$ cat config.mk
export PLATFORM = sky130hd
export DESIGN_NAME = mrsf_slave_flat
export DESIGN_NICKNAME = d
export VERILOG_FILES = /design/src/hdl/mrsf_pkg.sv /design/src/hdl/mrsf_link_if.sv /design/src/hdl/mrsf_fifo.sv /design/src/hdl/mrsf_slave.sv /design/src/flat_wrapper.sv
export VERILOG_INCLUDE_DIRS = /design/src /design/src/hdl
export SDC_FILE = /design/constraint.sdc
export NUM_CORES = 1
export LEC_CHECK = 0
export ABC_AREA = 1
export ABC_CLOCK_PERIOD_IN_PS = 4700
export BUFFER_PORTS_ARGS = -buffer_cell sky130_fd_sc_hd__buf_4
export CORE_ASPECT_RATIO = 1.75
export CORE_MARGIN = 2
export CORE_UTILIZATION = 55
export DETAILED_ROUTE_END_ITERATION = 16
export GPL_TIMING_DRIVEN = 0
export PLACE_DENSITY = 0.83
export SLEW_MARGIN = 20
export SYNTH_ARGS = -nofsm -noshare
export SYNTH_HDL_FRONTEND = slang
export SYNTH_SLANG_ARGS = --single-unit
$ cat constraint.sdc
create_clock -name clk_sys -period 4.7 [get_ports clk_sys]
set_clock_uncertainty 0.15 [all_clocks]
set_input_delay 0.47 -clock clk_sys [delete_from_list [all_inputs] [get_ports clk_sys]]
set_output_delay 0.47 -clock clk_sys [all_outputs]
set_load 0.01 [all_outputs]
$ cat src/hdl/mrsf_params.svh
// Purpose: timing counts, codes and field values for the rtu framer pair
// Assumes: 40 MHz system clock, default 1-8-N-1 at 9600 bps
// Notes: definitions only
`ifndef MRSF_PARAMS_SVH
`define MRSF_PARAMS_SVH

`define MRSF_CLK_HZ 40000000
`define MRSF_BAUD 9600
`define MRSF_CHAR_BITS 10
// least frame gap in tenths of a character
`define MRSF_GAP_X10 35
// bit period rounded down, error stays far below uart tolerance
`define MRSF_BIT_CYC (`MRSF_CLK_HZ / `MRSF_BAUD)
// least gap, rounded up to whole cycles
`define MRSF_GAP_CYC (((`MRSF_CLK_HZ / 10) * `MRSF_CHAR_BITS * `MRSF_GAP_X10 + \
    `MRSF_BAUD - 1) / `MRSF_BAUD)
`define MRSF_RESP_TMO_CYC 400000
`define MRSF_CRC_INIT 16'hffff
`define MRSF_CRC_POLY 16'ha001
`define MRSF_FC_READ 8'h03
`define MRSF_ERR_FLAG 8'h80
`define MRSF_BCAST 8'h00
`define MRSF_MAX_REGS 8'h0a
`define MRSF_EX_FC 8'h02
`define MRSF_EX_ADDR 8'h04
`define MRSF_EX_PARAM 8'h05
`define MRSF_FIFO_W 8
`define MRSF_FIFO_DEPTH 8

`endif

$ cat src/hdl/mrsf_pkg.sv
// Purpose: types and shared helpers of the rtu framer pair
// Assumes: mrsf_params.svh holds every number
// Notes: uart steppers are shared by both ends
`include "mrsf_params.svh"
package mrsf_pkg;

    typedef enum logic [2:0] {
        S_RX = 3'b000, S_RD = 3'b001, S_WAIT = 3'b010, S_TX = 3'b011, S_DRAIN = 3'b100
    } mrsf_dev_st_e;

    typedef enum logic [1:0] {
        M_IDLE = 2'b00, M_GAP = 2'b01, M_SEND = 2'b10, M_RESP = 2'b11
    } mrsf_mst_st_e;

    typedef struct packed {
        logic busy;
        logic done;
        logic err;
        logic [15:0] cnt;
        logic [3:0] bitn;
        logic [9:0] sh;
    } mrsf_uart_s;

    // modbus crc, reflected polynomial, lsb first
    function automatic logic [15:0] mrsf_crc(logic [15:0] c, logic [7:0] b);
        logic [15:0] x;
        x = c ^ {8'h00, b};
        for (int i = 0; i < 8; i++) begin
            x = x[0] ? ((x >> 1) ^ `MRSF_CRC_POLY) : (x >> 1);
        end
        return x;
    endfunction

    function automatic logic [23:0] mrsf_max(logic [23:0] a, logic [23:0] b);
        return (a > b) ? a : b;
    endfunction

    // receiver: start check at half bit, then samples at bit centres
    function automatic mrsf_uart_s mrsf_rx_step(mrsf_uart_s u, logic line, logic [15:0] bc);
        mrsf_uart_s n;
        n = u;
        n.done = 1'b0;
        n.err = 1'b0;
        if (!u.busy) begin
            if (!line) begin
                n.busy = 1'b1;
                n.cnt = {1'b0, bc[15:1]};
                n.bitn = 4'h0;
            end
        end else if (u.cnt != 16'h0) begin
            n.cnt = u.cnt - 16'h1;
        end else begin
            n.cnt = bc - 16'h1;
            n.bitn = u.bitn + 4'h1;
            if (u.bitn == 4'h0) begin
                n.busy = ~line; // a glitch is not a start bit
            end else if (u.bitn < 4'h9) begin
                n.sh[7:0] = {line, u.sh[7:1]};
            end else begin
                n.busy = 1'b0;
                n.done = line;
                n.err = ~line; // missing stop bit
            end
        end
        return n;
    endfunction

    // transmitter: start, 8 data lsb first, one stop, no parity
    function automatic mrsf_uart_s mrsf_tx_step(mrsf_uart_s u, logic load, logic [7:0] d,
                                                logic [15:0] bc);
        mrsf_uart_s n;
        n = u;
        n.done = 1'b0;
        if (!u.busy) begin
            if (load) begin
                n.busy = 1'b1;
                n.sh = {1'b1, d, 1'b0};
                n.cnt = bc - 16'h1;
                n.bitn = 4'h0;
            end
        end else if (u.cnt != 16'h0) begin
            n.cnt = u.cnt - 16'h1;
        end else if (u.bitn == 4'h9) begin
            n.busy = 1'b0;
            n.done = 1'b1;
        end else begin
            n.sh = {1'b1, u.sh[9:1]};
            n.bitn = u.bitn + 4'h1;
            n.cnt = bc - 16'h1;
        end
        return n;
    endfunction

endpackage

$ cat src/hdl/mrsf_link_if.sv
// Purpose: half-duplex rs485 segment between one master and one slave
// Assumes: each party drives its own data line with an enable
// Notes: each end reads the other's data line directly, the bench checks both data lines and both enables
`timescale 1ns/1ps
interface mrsf_link_if;
    logic m_txd; // master data, idle high
    logic m_de;  // master drives the pair
    logic s_txd; // slave data, idle high
    logic s_de;  // slave drives the pair
    modport master (output m_txd, output m_de, input s_txd, input s_de);
    modport slave (input m_txd, input m_de, output s_txd, output s_de);
endinterface

$ cat src/hdl/mrsf_fifo.sv
// Purpose: small flop fifo with valid/ready on both sides
// Assumes: depth is a power of two
// Notes: no bypass, a word spends at least one cycle inside
`timescale 1ns/1ps
`include "mrsf_params.svh"
module mrsf_fifo #(
    parameter int unsigned W = `MRSF_FIFO_W,
    parameter int unsigned D = `MRSF_FIFO_DEPTH
) (
    input wire logic clk_sys,          // system clock
    input wire logic rstn,             // sync reset, active low
    input wire logic in_valid,         // write offered
    input wire logic [W-1:0] in_data,  // write word
    output logic in_ready,             // not full
    output logic out_valid,            // not empty
    output logic [W-1:0] out_data,     // head word
    input wire logic out_ready         // reader takes head
);
    localparam int unsigned AW = $clog2(D);
    logic [W-1:0] mem_r [D];
    logic [AW-1:0] wp_r, wp_nxt, rp_r, rp_nxt;
    logic [AW:0] cnt_r, cnt_nxt;
    logic push, pop;

    assign in_ready = (cnt_r != (AW+1)'(D));
    assign out_valid = (cnt_r != '0);
    assign out_data = mem_r[rp_r];

    // pointers wrap by width since depth is a power of two
    always_comb begin
        push = in_valid && in_ready;
        pop = out_valid && out_ready;
        wp_nxt = push ? wp_r + AW'(1) : wp_r;
        rp_nxt = pop ? rp_r + AW'(1) : rp_r;
        cnt_nxt = cnt_r + (AW+1)'(push) - (AW+1)'(pop);
    end

    always_ff @(posedge clk_sys) begin
        if (!rstn) begin
            wp_r <= '0;
            rp_r <= '0;
            cnt_r <= '0;
        end else begin
            wp_r <= wp_nxt;
            rp_r <= rp_nxt;
            cnt_r <= cnt_nxt;
        end
        if (push) begin
            mem_r[wp_r] <= in_data;
        end
    end
endmodule // mrsf_fifo

$ cat src/hdl/mrsf_slave.sv
// Purpose: slave end of a modbus rtu link, read command with exceptions
// Assumes: mrsf_pkg, mrsf_fifo, register contents fetched over rd_* handshake
// Notes: reply bytes pass an 8-word fifo in front of the uart transmitter
// Summary of operation
// - async half-duplex 1-8-N-1, 9600 default
// - broadcast request never gets a reply
// - multi-byte fields other than the crc go high byte first
// - frame bounded by 3.5 character idle
// - frame gap is max(setting, 3.5 chars)
// - one gap between frames is enough
// - crc-16 ends frame, low byte first
// - reply delay is max(setting, frame gap)
// - single master, one or many slaves
// - read request: addr, 03, start, count, crc
// - read reply: addr, 03, bytecount, data, crc
// - error reply: command+0x80 then exception code
// - register address high byte group, low index
`timescale 1ns/1ps
`include "mrsf_params.svh"
module mrsf_slave #(
    parameter int unsigned BIT_CYC = `MRSF_BIT_CYC, // cycles per bit
    parameter int unsigned GAP_CYC = `MRSF_GAP_CYC  // cycles in 3.5 chars
) (
    mrsf_link_if.slave bus,           // rs485 pair
    input wire logic clk_sys,         // system clock
    input wire logic rstn,            // sync reset, active low
    input wire logic [7:0] station_id, // own station number
    input wire logic [23:0] cfg_gap_cyc, // configured frame gap
    input wire logic [23:0] cfg_dly_cyc, // configured reply delay
    output logic rd_req,              // register fetch, held until rd_ack
    output logic [7:0] rd_group,      // parameter group
    output logic [7:0] rd_index,      // index within group
    input wire logic rd_ack,          // fetch answered
    input wire logic [15:0] rd_data,  // register content
    input wire logic rd_err,          // address not mapped
    output logic frm_ok,              // pulse: frame for us taken
    output logic crc_err              // pulse: frame dropped on crc or format
);
    typedef struct packed {
        mrsf_pkg::mrsf_dev_st_e fsm;
        logic [23:0] idle;
        mrsf_pkg::mrsf_uart_s rx;
        mrsf_pkg::mrsf_uart_s tx;
        logic [3:0] nb;
        logic fbad;
        logic [15:0] crc;
        logic [7:0][7:0] frm;
        logic [9:0][15:0] rdat;
        logic [4:0] ri;
        logic [7:0] exc;
        logic [15:0] rdaddr;
        logic rd_req;
        logic frm_ok;
        logic crc_err;
        logic txd;
        logic de;
    } mrsf_dev_s;

    mrsf_dev_s r, n;
    logic [23:0] gap_eff, dly_eff;
    logic [4:0] body;
    logic [15:0] word;
    logic [15:0] bc;
    logic f_valid, f_ready, q_valid, q_ready, clr;
    logic [7:0] f_data, q_data, fc, nreg;

    assign bus.s_txd = r.txd;
    assign bus.s_de = r.de;
    assign rd_req = r.rd_req;
    assign rd_group = r.rdaddr[15:8];
    assign rd_index = r.rdaddr[7:0];
    assign frm_ok = r.frm_ok;
    assign crc_err = r.crc_err;

    // reply bytes; the uart drains slower than the fsm fills, so it stalls here
    mrsf_fifo #(.W(`MRSF_FIFO_W), .D(`MRSF_FIFO_DEPTH)) u_txq (
        .clk_sys(clk_sys),
        .rstn(rstn),
        .in_valid(f_valid),
        .in_data(f_data),
        .in_ready(f_ready),
        .out_valid(q_valid),
        .out_data(q_data),
        .out_ready(q_ready)
    );

    // frame parse, register fetch, reply build and both uarts
    always_comb begin
        n = r;
        n.frm_ok = 1'b0;
        n.crc_err = 1'b0;
        clr = 1'b0;
        f_valid = 1'b0;
        f_data = 8'h00;
        bc = 16'(BIT_CYC);
        gap_eff = mrsf_pkg::mrsf_max(cfg_gap_cyc, 24'(GAP_CYC));
        dly_eff = mrsf_pkg::mrsf_max(cfg_dly_cyc, 24'(GAP_CYC));
        fc = r.frm[1];
        nreg = r.frm[5];
        body = (r.exc != 8'h00) ? 5'h03 : 5'h03 + {nreg[3:0], 1'b0};
        word = r.rdat[4'((r.ri - 5'h03) >> 1)];
        q_ready = ~r.tx.busy;
        n.rx = mrsf_pkg::mrsf_rx_step(r.rx, bus.m_txd, bc);
        // idle time since the last character on either side
        n.idle = (r.rx.busy || r.de) ? 24'h000000 :
                 ((r.idle == 24'hffffff) ? r.idle : r.idle + 24'h000001);
        case (r.fsm)
            mrsf_pkg::S_RX: begin
                if (n.rx.err) begin
                    n.fbad = 1'b1;
                end
                if (n.rx.done) begin
                    if (r.nb < 4'h8) begin
                        n.frm[r.nb[2:0]] = n.rx.sh[7:0];
                    end
                    n.nb = (r.nb == 4'h9) ? r.nb : r.nb + 4'h1;
                    n.crc = mrsf_pkg::mrsf_crc(r.crc, n.rx.sh[7:0]);
                end else if (r.nb != 4'h0 && r.idle == gap_eff) begin
                    clr = 1'b1;
                    if (r.fbad || r.nb < 4'h4 || r.crc != 16'h0000) begin
                        n.crc_err = 1'b1; // silent drop
                    end else if (r.frm[0] == station_id || r.frm[0] == `MRSF_BCAST) begin
                        n.frm_ok = 1'b1;
                        if (r.frm[0] != `MRSF_BCAST) begin
                            clr = 1'b0;
                            n.fsm = mrsf_pkg::S_WAIT;
                            n.ri = 5'h00;
                            n.rdaddr = {r.frm[2], r.frm[3]};
                            if (fc != `MRSF_FC_READ) begin
                                n.exc = `MRSF_EX_FC;
                            end else if (r.nb != 4'h8 || r.frm[4] != 8'h00 ||
                                         nreg == 8'h00 || nreg > `MRSF_MAX_REGS) begin
                                n.exc = `MRSF_EX_PARAM;
                            end else begin
                                n.fsm = mrsf_pkg::S_RD;
                            end
                        end
                    end
                end
            end
            mrsf_pkg::S_RD: begin
                if (r.rd_req && rd_ack) begin
                    if (rd_err) begin
                        n.exc = `MRSF_EX_ADDR;
                        n.fsm = mrsf_pkg::S_WAIT;
                    end else begin
                        n.rdat[r.ri[3:0]] = rd_data;
                        n.rdaddr = r.rdaddr + 16'h0001;
                        n.ri = r.ri + 5'h01;
                        if (r.ri + 5'h01 == nreg[4:0]) begin
                            n.fsm = mrsf_pkg::S_WAIT;
                        end
                    end
                end
            end
            mrsf_pkg::S_WAIT: begin
                // idle counts from the request's last byte, so fetch time is absorbed
                if (r.idle >= dly_eff) begin
                    n.fsm = mrsf_pkg::S_TX;
                    n.ri = 5'h00;
                    n.crc = `MRSF_CRC_INIT;
                end
            end
            mrsf_pkg::S_TX: begin
                f_valid = 1'b1;
                if (r.ri == 5'h00) begin
                    f_data = r.frm[0];
                end else if (r.ri == 5'h01) begin
                    f_data = (r.exc != 8'h00) ? (fc | `MRSF_ERR_FLAG) : fc;
                end else if (r.ri == 5'h02) begin
                    f_data = (r.exc != 8'h00) ? r.exc : {nreg[6:0], 1'b0};
                end else if (r.ri == body) begin
                    f_data = r.crc[7:0];
                end else if (r.ri == body + 5'h01) begin
                    f_data = r.crc[15:8];
                end else begin
                    f_data = r.ri[0] ? word[15:8] : word[7:0];
                end
                if (f_ready) begin
                    n.ri = r.ri + 5'h01;
                    if (r.ri < body) begin
                        n.crc = mrsf_pkg::mrsf_crc(r.crc, f_data);
                    end
                    if (r.ri == body + 5'h01) begin
                        n.fsm = mrsf_pkg::S_DRAIN;
                    end
                end
            end
            mrsf_pkg::S_DRAIN: begin
                if (!q_valid && !r.tx.busy) begin
                    clr = 1'b1;
                end
            end
            default: begin
                clr = 1'b1;
            end
        endcase
        if (clr) begin
            n.fsm = mrsf_pkg::S_RX;
            n.nb = 4'h0;
            n.fbad = 1'b0;
            n.exc = 8'h00;
            n.crc = `MRSF_CRC_INIT;
        end
        // request held until answered, dropped for one cycle between fetches
        n.rd_req = (n.fsm == mrsf_pkg::S_RD) && !(r.rd_req && rd_ack);
        n.tx = mrsf_pkg::mrsf_tx_step(r.tx, q_valid, q_data, bc);
        n.txd = n.tx.busy ? n.tx.sh[0] : 1'b1;
        // driver stays on for the whole reply, so byte gaps never release the pair
        n.de = (n.fsm == mrsf_pkg::S_TX) || (n.fsm == mrsf_pkg::S_DRAIN);
    end

    always_ff @(posedge clk_sys) begin
        if (!rstn) begin
            r <= '0;
            r.txd <= 1'b1;
            r.crc <= `MRSF_CRC_INIT;
        end else begin
            r <= n;
        end
    end
endmodule // mrsf_slave

$ cat src/flat_wrapper.sv
// flat-port wrapper written by rule: the top's interface ports become plain ports
module mrsf_slave_flat 
#(
    parameter int unsigned BIT_CYC = `MRSF_BIT_CYC,                  
    parameter int unsigned GAP_CYC = `MRSF_GAP_CYC                        
)
  (clk_sys, rstn, station_id, cfg_gap_cyc, cfg_dly_cyc, rd_req, rd_group, rd_index, rd_ack, rd_data, rd_err, frm_ok, crc_err, bus_m_txd, bus_m_de, bus_s_txd, bus_s_de);
  mrsf_link_if bus_i ();
  input wire logic clk_sys;
  input wire logic rstn;
  input wire logic [7:0] station_id;
  input wire logic [23:0] cfg_gap_cyc;
  input wire logic [23:0] cfg_dly_cyc;
  output logic rd_req;
  output logic [7:0] rd_group;
  output logic [7:0] rd_index;
  input wire logic rd_ack;
  input wire logic [15:0] rd_data;
  input wire logic rd_err;
  output logic frm_ok;
  output logic crc_err;
  input wire logic [$bits(bus_i.m_txd)-1:0] bus_m_txd;
  input wire logic [$bits(bus_i.m_de)-1:0] bus_m_de;
  output wire logic [$bits(bus_i.s_txd)-1:0] bus_s_txd;
  output wire logic [$bits(bus_i.s_de)-1:0] bus_s_de;
  assign bus_i.m_txd = bus_m_txd;
  assign bus_i.m_de = bus_m_de;
  assign bus_s_txd = bus_i.s_txd;
  assign bus_s_de = bus_i.s_de;
  mrsf_slave #(.BIT_CYC(BIT_CYC), .GAP_CYC(GAP_CYC)) u_core (.bus(bus_i), .clk_sys(clk_sys), .rstn(rstn), .station_id(station_id), .cfg_gap_cyc(cfg_gap_cyc), .cfg_dly_cyc(cfg_dly_cyc), .rd_req(rd_req), .rd_group(rd_group), .rd_index(rd_index), .rd_ack(rd_ack), .rd_data(rd_data), .rd_err(rd_err), .frm_ok(frm_ok), .crc_err(crc_err));
endmodule
# Yosys cells after proc, flatten, opt, wreduce, memory -nomap -nowiden
# Memories as Yosys holds them, arrays and structs flattened. A register that Yosys moved wholly into a read port is not among the register bits.
# Index checks and enable logic that the tools add are counted.
# op_classes
addsub	15
order_cmp	13
eq_ne	38
mux	111
bitwise_logic	25
n_reduce_logical	53
# op_table
cell	n
$mux 16	24
$mux 29	6
$bwmux 160	1
$mux 8	18
$mux 30	3
$mux 80	1
$bmux 16 s4	1
$bwmux 64	1
$demux 16 s4	1
$mux 64	1
$gt 24x18->1 const B	2
$mux 24	2
$mux 3	16
$not 2->3	16
$pmux 16 s3	1
$pmux 24 s2	1
$reduce_bool 16->1	3
$mux 20	2
$sub 16x1->16 const B	2
$xor 16x8->16	2
$add 24x1->24 const B	1
$demux 8 s3	1
$eq 24x24->1	1
$eq 24x24->1 const B	1
other kinds (61)	147
# word_totals
register_bits	376
ramBits	64
input_bits	78
output_inout_bits	21
wordCells	299
n_memories	1
# mem_list
memory	words	word_bits	read_ports	rd_clocked_by_memory_dff	wr	line	text
u_core.u_txq.mem_r	8	8	1	1	1	mrsf_fifo.sv:20	logic [W-1:0] mem_r [D];

# Longest topological paths before layout
# depth
word_depth	30
depth_mapped	37
ltp_nobuf	34

# Modules after synthesis
# A second synthesis with hierarchy kept.
# hier_totals
cells_unflattened	3357
hier_area_um2	23218.5
# modules_own_cells
mod	instances	cells_per_inst	area_per_inst_um2	seq_area_each_um2
mrsf_slave	1	2983	19665.1	6906.6
mrsf_fifo	1	374	3553.4	2182.1

# Worst setup path after synthesis
# OpenSTA, ideal clock, no wires.
# synth_path
path_kind	input-to-reg
startpoint	input cfg_dly_cyc[23]
endpoint	register u_core.r[271] in the netlist's numbering
setup_ps	125
arrival_time_ps	3577
t_required_ps	4425
slack_ps	847
path_stages	26
n_path_buf	2
path_cell_list	nor4_1 -> nor3b_1 -> nand3_1 -> nand2_1 -> clkbuf_1 -> nor2_1 -> ha_1 -> inv_1 -> nand2_1 -> a21oi_1 -> o21ai_0 -> nand2_1 -> a21boi_0 -> o21ai_0 -> nand2_1 -> a21oi_1 -> nor2_1 -> o21ai_0 -> a21oi_1 -> nor2_1 -> nand2_1 -> nand2_1 -> inv_1 -> clkbuf_1 -> o21ai_0 -> nand2_1
# synth_between
elab_chain_len	5
# synth_lines
element	line	text
from (decl)	flat_wrapper.sv:13	input wire logic [23:0] cfg_dly_cyc;
$gt 24x18->1	mrsf_pkg.sv:35	return (a > b) ? a : b;
$mux 24 *	mrsf_pkg.sv:35	
$ge 24x24->1 *	mrsf_slave.sv:158	if (r.idle >= dly_eff) begin
$ne 2x1->1 (no source line) *	n/a	
$reduce_and 5->1 (no source line) *	n/a	
to (signal assigned)	mrsf_slave.sv:219	r <= n;
to (decl)	mrsf_slave.sv:59	mrsf_dev_s r, n;
# Every way passes the cells marked *; elsewhere a longest branch is shown, timed or not.
# A chain may end at the register's enable or synchronous reset.

# Final worst setup path
# layout_path
startpoint	register u_core.r[29] in the netlist's numbering
endpoint	register u_core.r[258] in the netlist's numbering
# layout_between
elab_chain_len	23
word_cells_on_any_way	37
cone_classes	1 x add/sub; 1 x order compare; 5 x eq/ne; 20 x mux; 8 x bitwise; 2 x reduce/logical
# layout_lines
element	line	text
$sub 5x2->5	mrsf_slave.sv:101	word = r.rdat[4'((r.ri - 5'h03) >> 1)];
$bmux 16 s4	mrsf_slave.sv:101	
$mux 16 (implied by the code)	mrsf_slave.sv:101	
$mux 8	mrsf_slave.sv:177	f_data = r.ri[0] ? word[15:8] : word[7:0];
$mux 8	mrsf_slave.sv:174	end else if (r.ri == body + 5'h01) begin
$mux 8	mrsf_slave.sv:172	end else if (r.ri == body) begin
$mux 8	mrsf_slave.sv:170	end else if (r.ri == 5'h02) begin
$mux 8	mrsf_slave.sv:168	end else if (r.ri == 5'h01) begin
$mux 8	mrsf_slave.sv:166	if (r.ri == 5'h00) begin
$mux 8	mrsf_slave.sv:107	case (r.fsm)
$xor 16x8->16	mrsf_pkg.sv:27	x = c ^ {8'h00, b};
$mux 16 or $not 2->3 (tied branches) (6 in series)	n/a	
$not 2->3 (no source line) or $mux 16 (tied branches)	n/a	
$mux 16 (2 in series)	mrsf_pkg.sv:29	x = x[0] ? ((x >> 1) ^ `MRSF_CRC_POLY) : (x >> 1);
$mux 16	mrsf_slave.sv:181	if (r.ri < body) begin
$mux 16	mrsf_slave.sv:179	if (f_ready) begin
$pmux 16 s3	mrsf_slave.sv:107	
# Parallel ways exist; a longest one is shown, timed or not. The select of a mux whose other input is x is not followed.

==> metrics.csv <==
metric,value,unit
outcome,"complete, no violations",
top-area cell type share of the netlist area,31.30,%
layout cell share with drive strength beyond 1,7.477,%
syn nets,3422,
R2R Path Start,u_core.r[29],
Worst Tran Pin Value,1.130,ns
H-tree level count,2,
worst skew pair latency,0.56,ns
Routed WL,71930,µm
number of synthesized flops with an enable pin,64,
TritonCTS clock tree,yes,
RSZ-0062 raised after global routing,true,
DRC marker count from the first detailed-route iteration,1734,
cts hold-fix bufs,0,
Worst-path clk slew,0.07,ns
"top cells by area, synth","dfxtp_1 31%, nand2_1 12%, edfxtp_1 8.4%",
Detailed Place HPWL,53910,µm
Tightest Hold Check Type,in2reg,
"Slew Viols, Final",0,
peak supply drop,0.0002580,V
PortBufs,81,
first-pass GRT wire length,111600,µm
Yosys cell types,62,
Mean Syn Cell Area,6.966,µm²
M1 WL,24630,µm
flop-to-flop setup slack,0.27,ns
max-cap violation count,0,
grt ovf,0,
ANT cells,0,
CP most frequent cell,nand2_1,
path depth of the worst reg2reg path,32,
DR vias/cell,5.667,
post-synthesis cell count,3287,
Root Buffer,clkbuf_16,
CP Launch Point,u_core.r[29],
Worst setup EP type,flip-flop,
Max Fclk,0.2256,GHz
Initial Util,55.91,%
Routed met2 length,35500,µm
Residual DRC,0,
worst-path maximum fanout,11,
die area,43350,µm²
clock tree buffer depth,3,
highest metal used,met4,
Final Hold Fails,0,
master of the slowest instance on the critical path,dfxtp_2,
largest net degree at the start of global routing,20,
Clock Sink Count,422,
Post-Syn Area,22900,µm²
Finish-stage setup viols,0,
Rows,98,
Tmin final,4.433,ns
synthesized flop and latch total,422,
Detail Route Antenna Nets,0,
WHS,0.1840,ns
vias,22596,
Pwr per Cell Area,338.5,nW/µm²
Final Total Pwr,0.008663,W
asr flop ratio synth,0,%
Static Leakage,10.29,nW
IO Pins,99,
endpoint of the worst register-to-register path,u_core.r[258],
GPL Wtd Cong,1.034,
setup TNS,0,ns
Yosys top cell by area,dfxtp_1,
Die Wd,158.2,µm
yosys warns,0,
GR Util All Layers,33.19,%
drt pass-1 iters,6,
CP required,5.00,ns
"Largest stage delay, worst path",0.39,ns
final net count,3543,
fillers,3795,
Die Span Y,273.9,µm
Startpoint Class,flip-flop,
post-DR wirelength/cell,18.04,µm
main flop type after synthesis,dfxtp_1,
fin crit share,94.31,%
Slew headroom,24.08,%
metal3 WL,4717,µm
sequential share of the synthesized area,39.69,%
worst setup path end,u_core.r[258],
WP data arrival,4.73,ns
area grow syn2layout,11.77,%
CORE AREA,40950,µm²
crit path kind,reg2reg,
Num CTS Buffers,40,
initial antenna violation count,2,
vias in the first global route,21936,
==> worst min path at each step <==
stage	startpoint	endpoint	slack, ns	depth (start not counted)
after floorplan	u_core.r[100]	u_core.r[100]	0.27	2
after global placement	u_core.r[108]	u_core.r[108]	0.28	2
after detailed placement	u_core.r[100]	u_core.r[100]	0.28	2
after CTS	bus_m_txd	u_core.r[338]	0.17	5
after global routing	bus_m_txd	u_core.r[338]	0.23	5
final	bus_m_txd	u_core.r[338]	0.18	5
==> cells in the mapped netlist, drive strengths merged, types with 8 or more instances <==
cell      n
o221ai   14
o21ai   372
buf      65
nor2    283
ha       56
a31oi    16
clkinv    8
clkbuf  101
o211ai   23
mux2i    13
nand2   718
a21oi   298
o21a     14
xnor2    14
nor4     23
nand4    33
edfxtp   64
or2      11
xor2     42
nand3   196
nor3     58
a211oi   27
dfxtp   358
inv     434
==> state kept, by name, summed over array words and instances (netlist names), named ones only <==
register and count:
u_core.r 308, u_core.u_txq.mem_r 64, u_core.fc 8, u_core.nreg 8, u_core.rd_group 8, u_core.rd_index 8, u_core.u_txq.cnt_r 4, u_core.u_txq.rp_r 3
u_core.u_txq.wp_r 3, u_core.bus.s_de 1, u_core.bus.s_txd 1, u_core.crc_err 1, u_core.frm_ok 1, u_core.rd_req 1
==> final cells by class <==
class                           instances  area, µm²  share of cell area, %
Multi-Input combinational cell       2257      11440                  44.69
Sequential cell                       422       9090                  35.52
Inverter                              442       1659                  6.483
Clock buffer                           59       1185                  4.630
Buffer                                164      798.3                  3.119
Tap cell                              550      688.2                  2.689
Timing Repair Buffer                   81      608.1                  2.376
Clock inverter                         12      127.6                 0.4987
==> power by group <==
group	switching, W	internal [W]
Sequential	0.000110	0.00380
Combinational	0.000972	0.000476
Clock	0.00144	0.00187
==> critical path, delay by kind of cell, from the launching register on <==
kind                     cells  cell delay, ns
AND/OR/NAND/NOR             24            2.28
buffers and inverters        5            0.95
flip-flops                   1            0.39
adder cells (fa/ha/maj)      1            0.33
AO/OA/AOI/OAI                2            0.24
==> layout by cell type (no fill, tap or decap), drive strengths merged, types with 2 or more instances in the layout <==
cell type	n
o31ai	2
nand3	196
nand4	33
o32ai	4
nor4	23
o211ai	23
a31oi	16
clkbuf	164
dfxtp	358
and2	4
nand3b	6
clkinv	15
a221oi	3
a22oi	2
xor2	42
a21oi	298
nand2	718
ha	56
bufinv	2
mux2i	13
nor3	58
xnor2	14
o22ai	4
a311oi	2
o311ai	2
o21a	14
o221ai	14
or2	11
buf	140
edfxtp	64
o21ai	372
inv	436
and3	2
nor3b	5
o21bai	4
a211oi	27
nor2	283
==> logic make-up (layout without fill, tap and decap cells) <==
| family | Yosys count | count (layout) | synth area share (%) |
|---|---|---|---|
| buffers and inverters | 608 | 758 | 10.57 |
| DFF | 422 | 422 | 39.69 |
| muxes | 13 | 13 | 0.5683 |
| and+or+nand+nor | 1341 | 1341 | 25.16 |
| xor gates and xnor gates | 56 | 56 | 2.175 |
| adders and majority gates | 57 | 57 | 3.147 |
| AOI/OAI and AO/OA | 790 | 790 | 18.69 |
==> metal layers <==
metal / track usage [%] / vias up
li1: - / 11035
met1: 33.62 / 10267
met2: 58.11 / 930
met3: 5.563 / 364
met4: 28.73 / 0
met5: 0 / -
==> per-stage QoR <==
stage          setup slack [ns]  cells  instance area, µm²  utilization (%)
5_1_grt                -0.04264   3987               25590            62.49
2_1_floorplan            0.8474   3287               22900                -
4_1_cts                 0.01344   3988               25520            62.32
6_report                 0.2674   3987               25590            62.49
3_5_place_dp            -0.7261   3918               24200            59.09
3_3_place_gp            -0.6605   3918               24190            59.08
==> what timing repair did <==
item | in CTS | in global routing
endpoints found under the setup margin | 12 | 34
gates resized for setup | 4 | 43
setup buffers | 0 | 0
pin swaps | 0 | 1
Power figures use the tool's default switching activity.
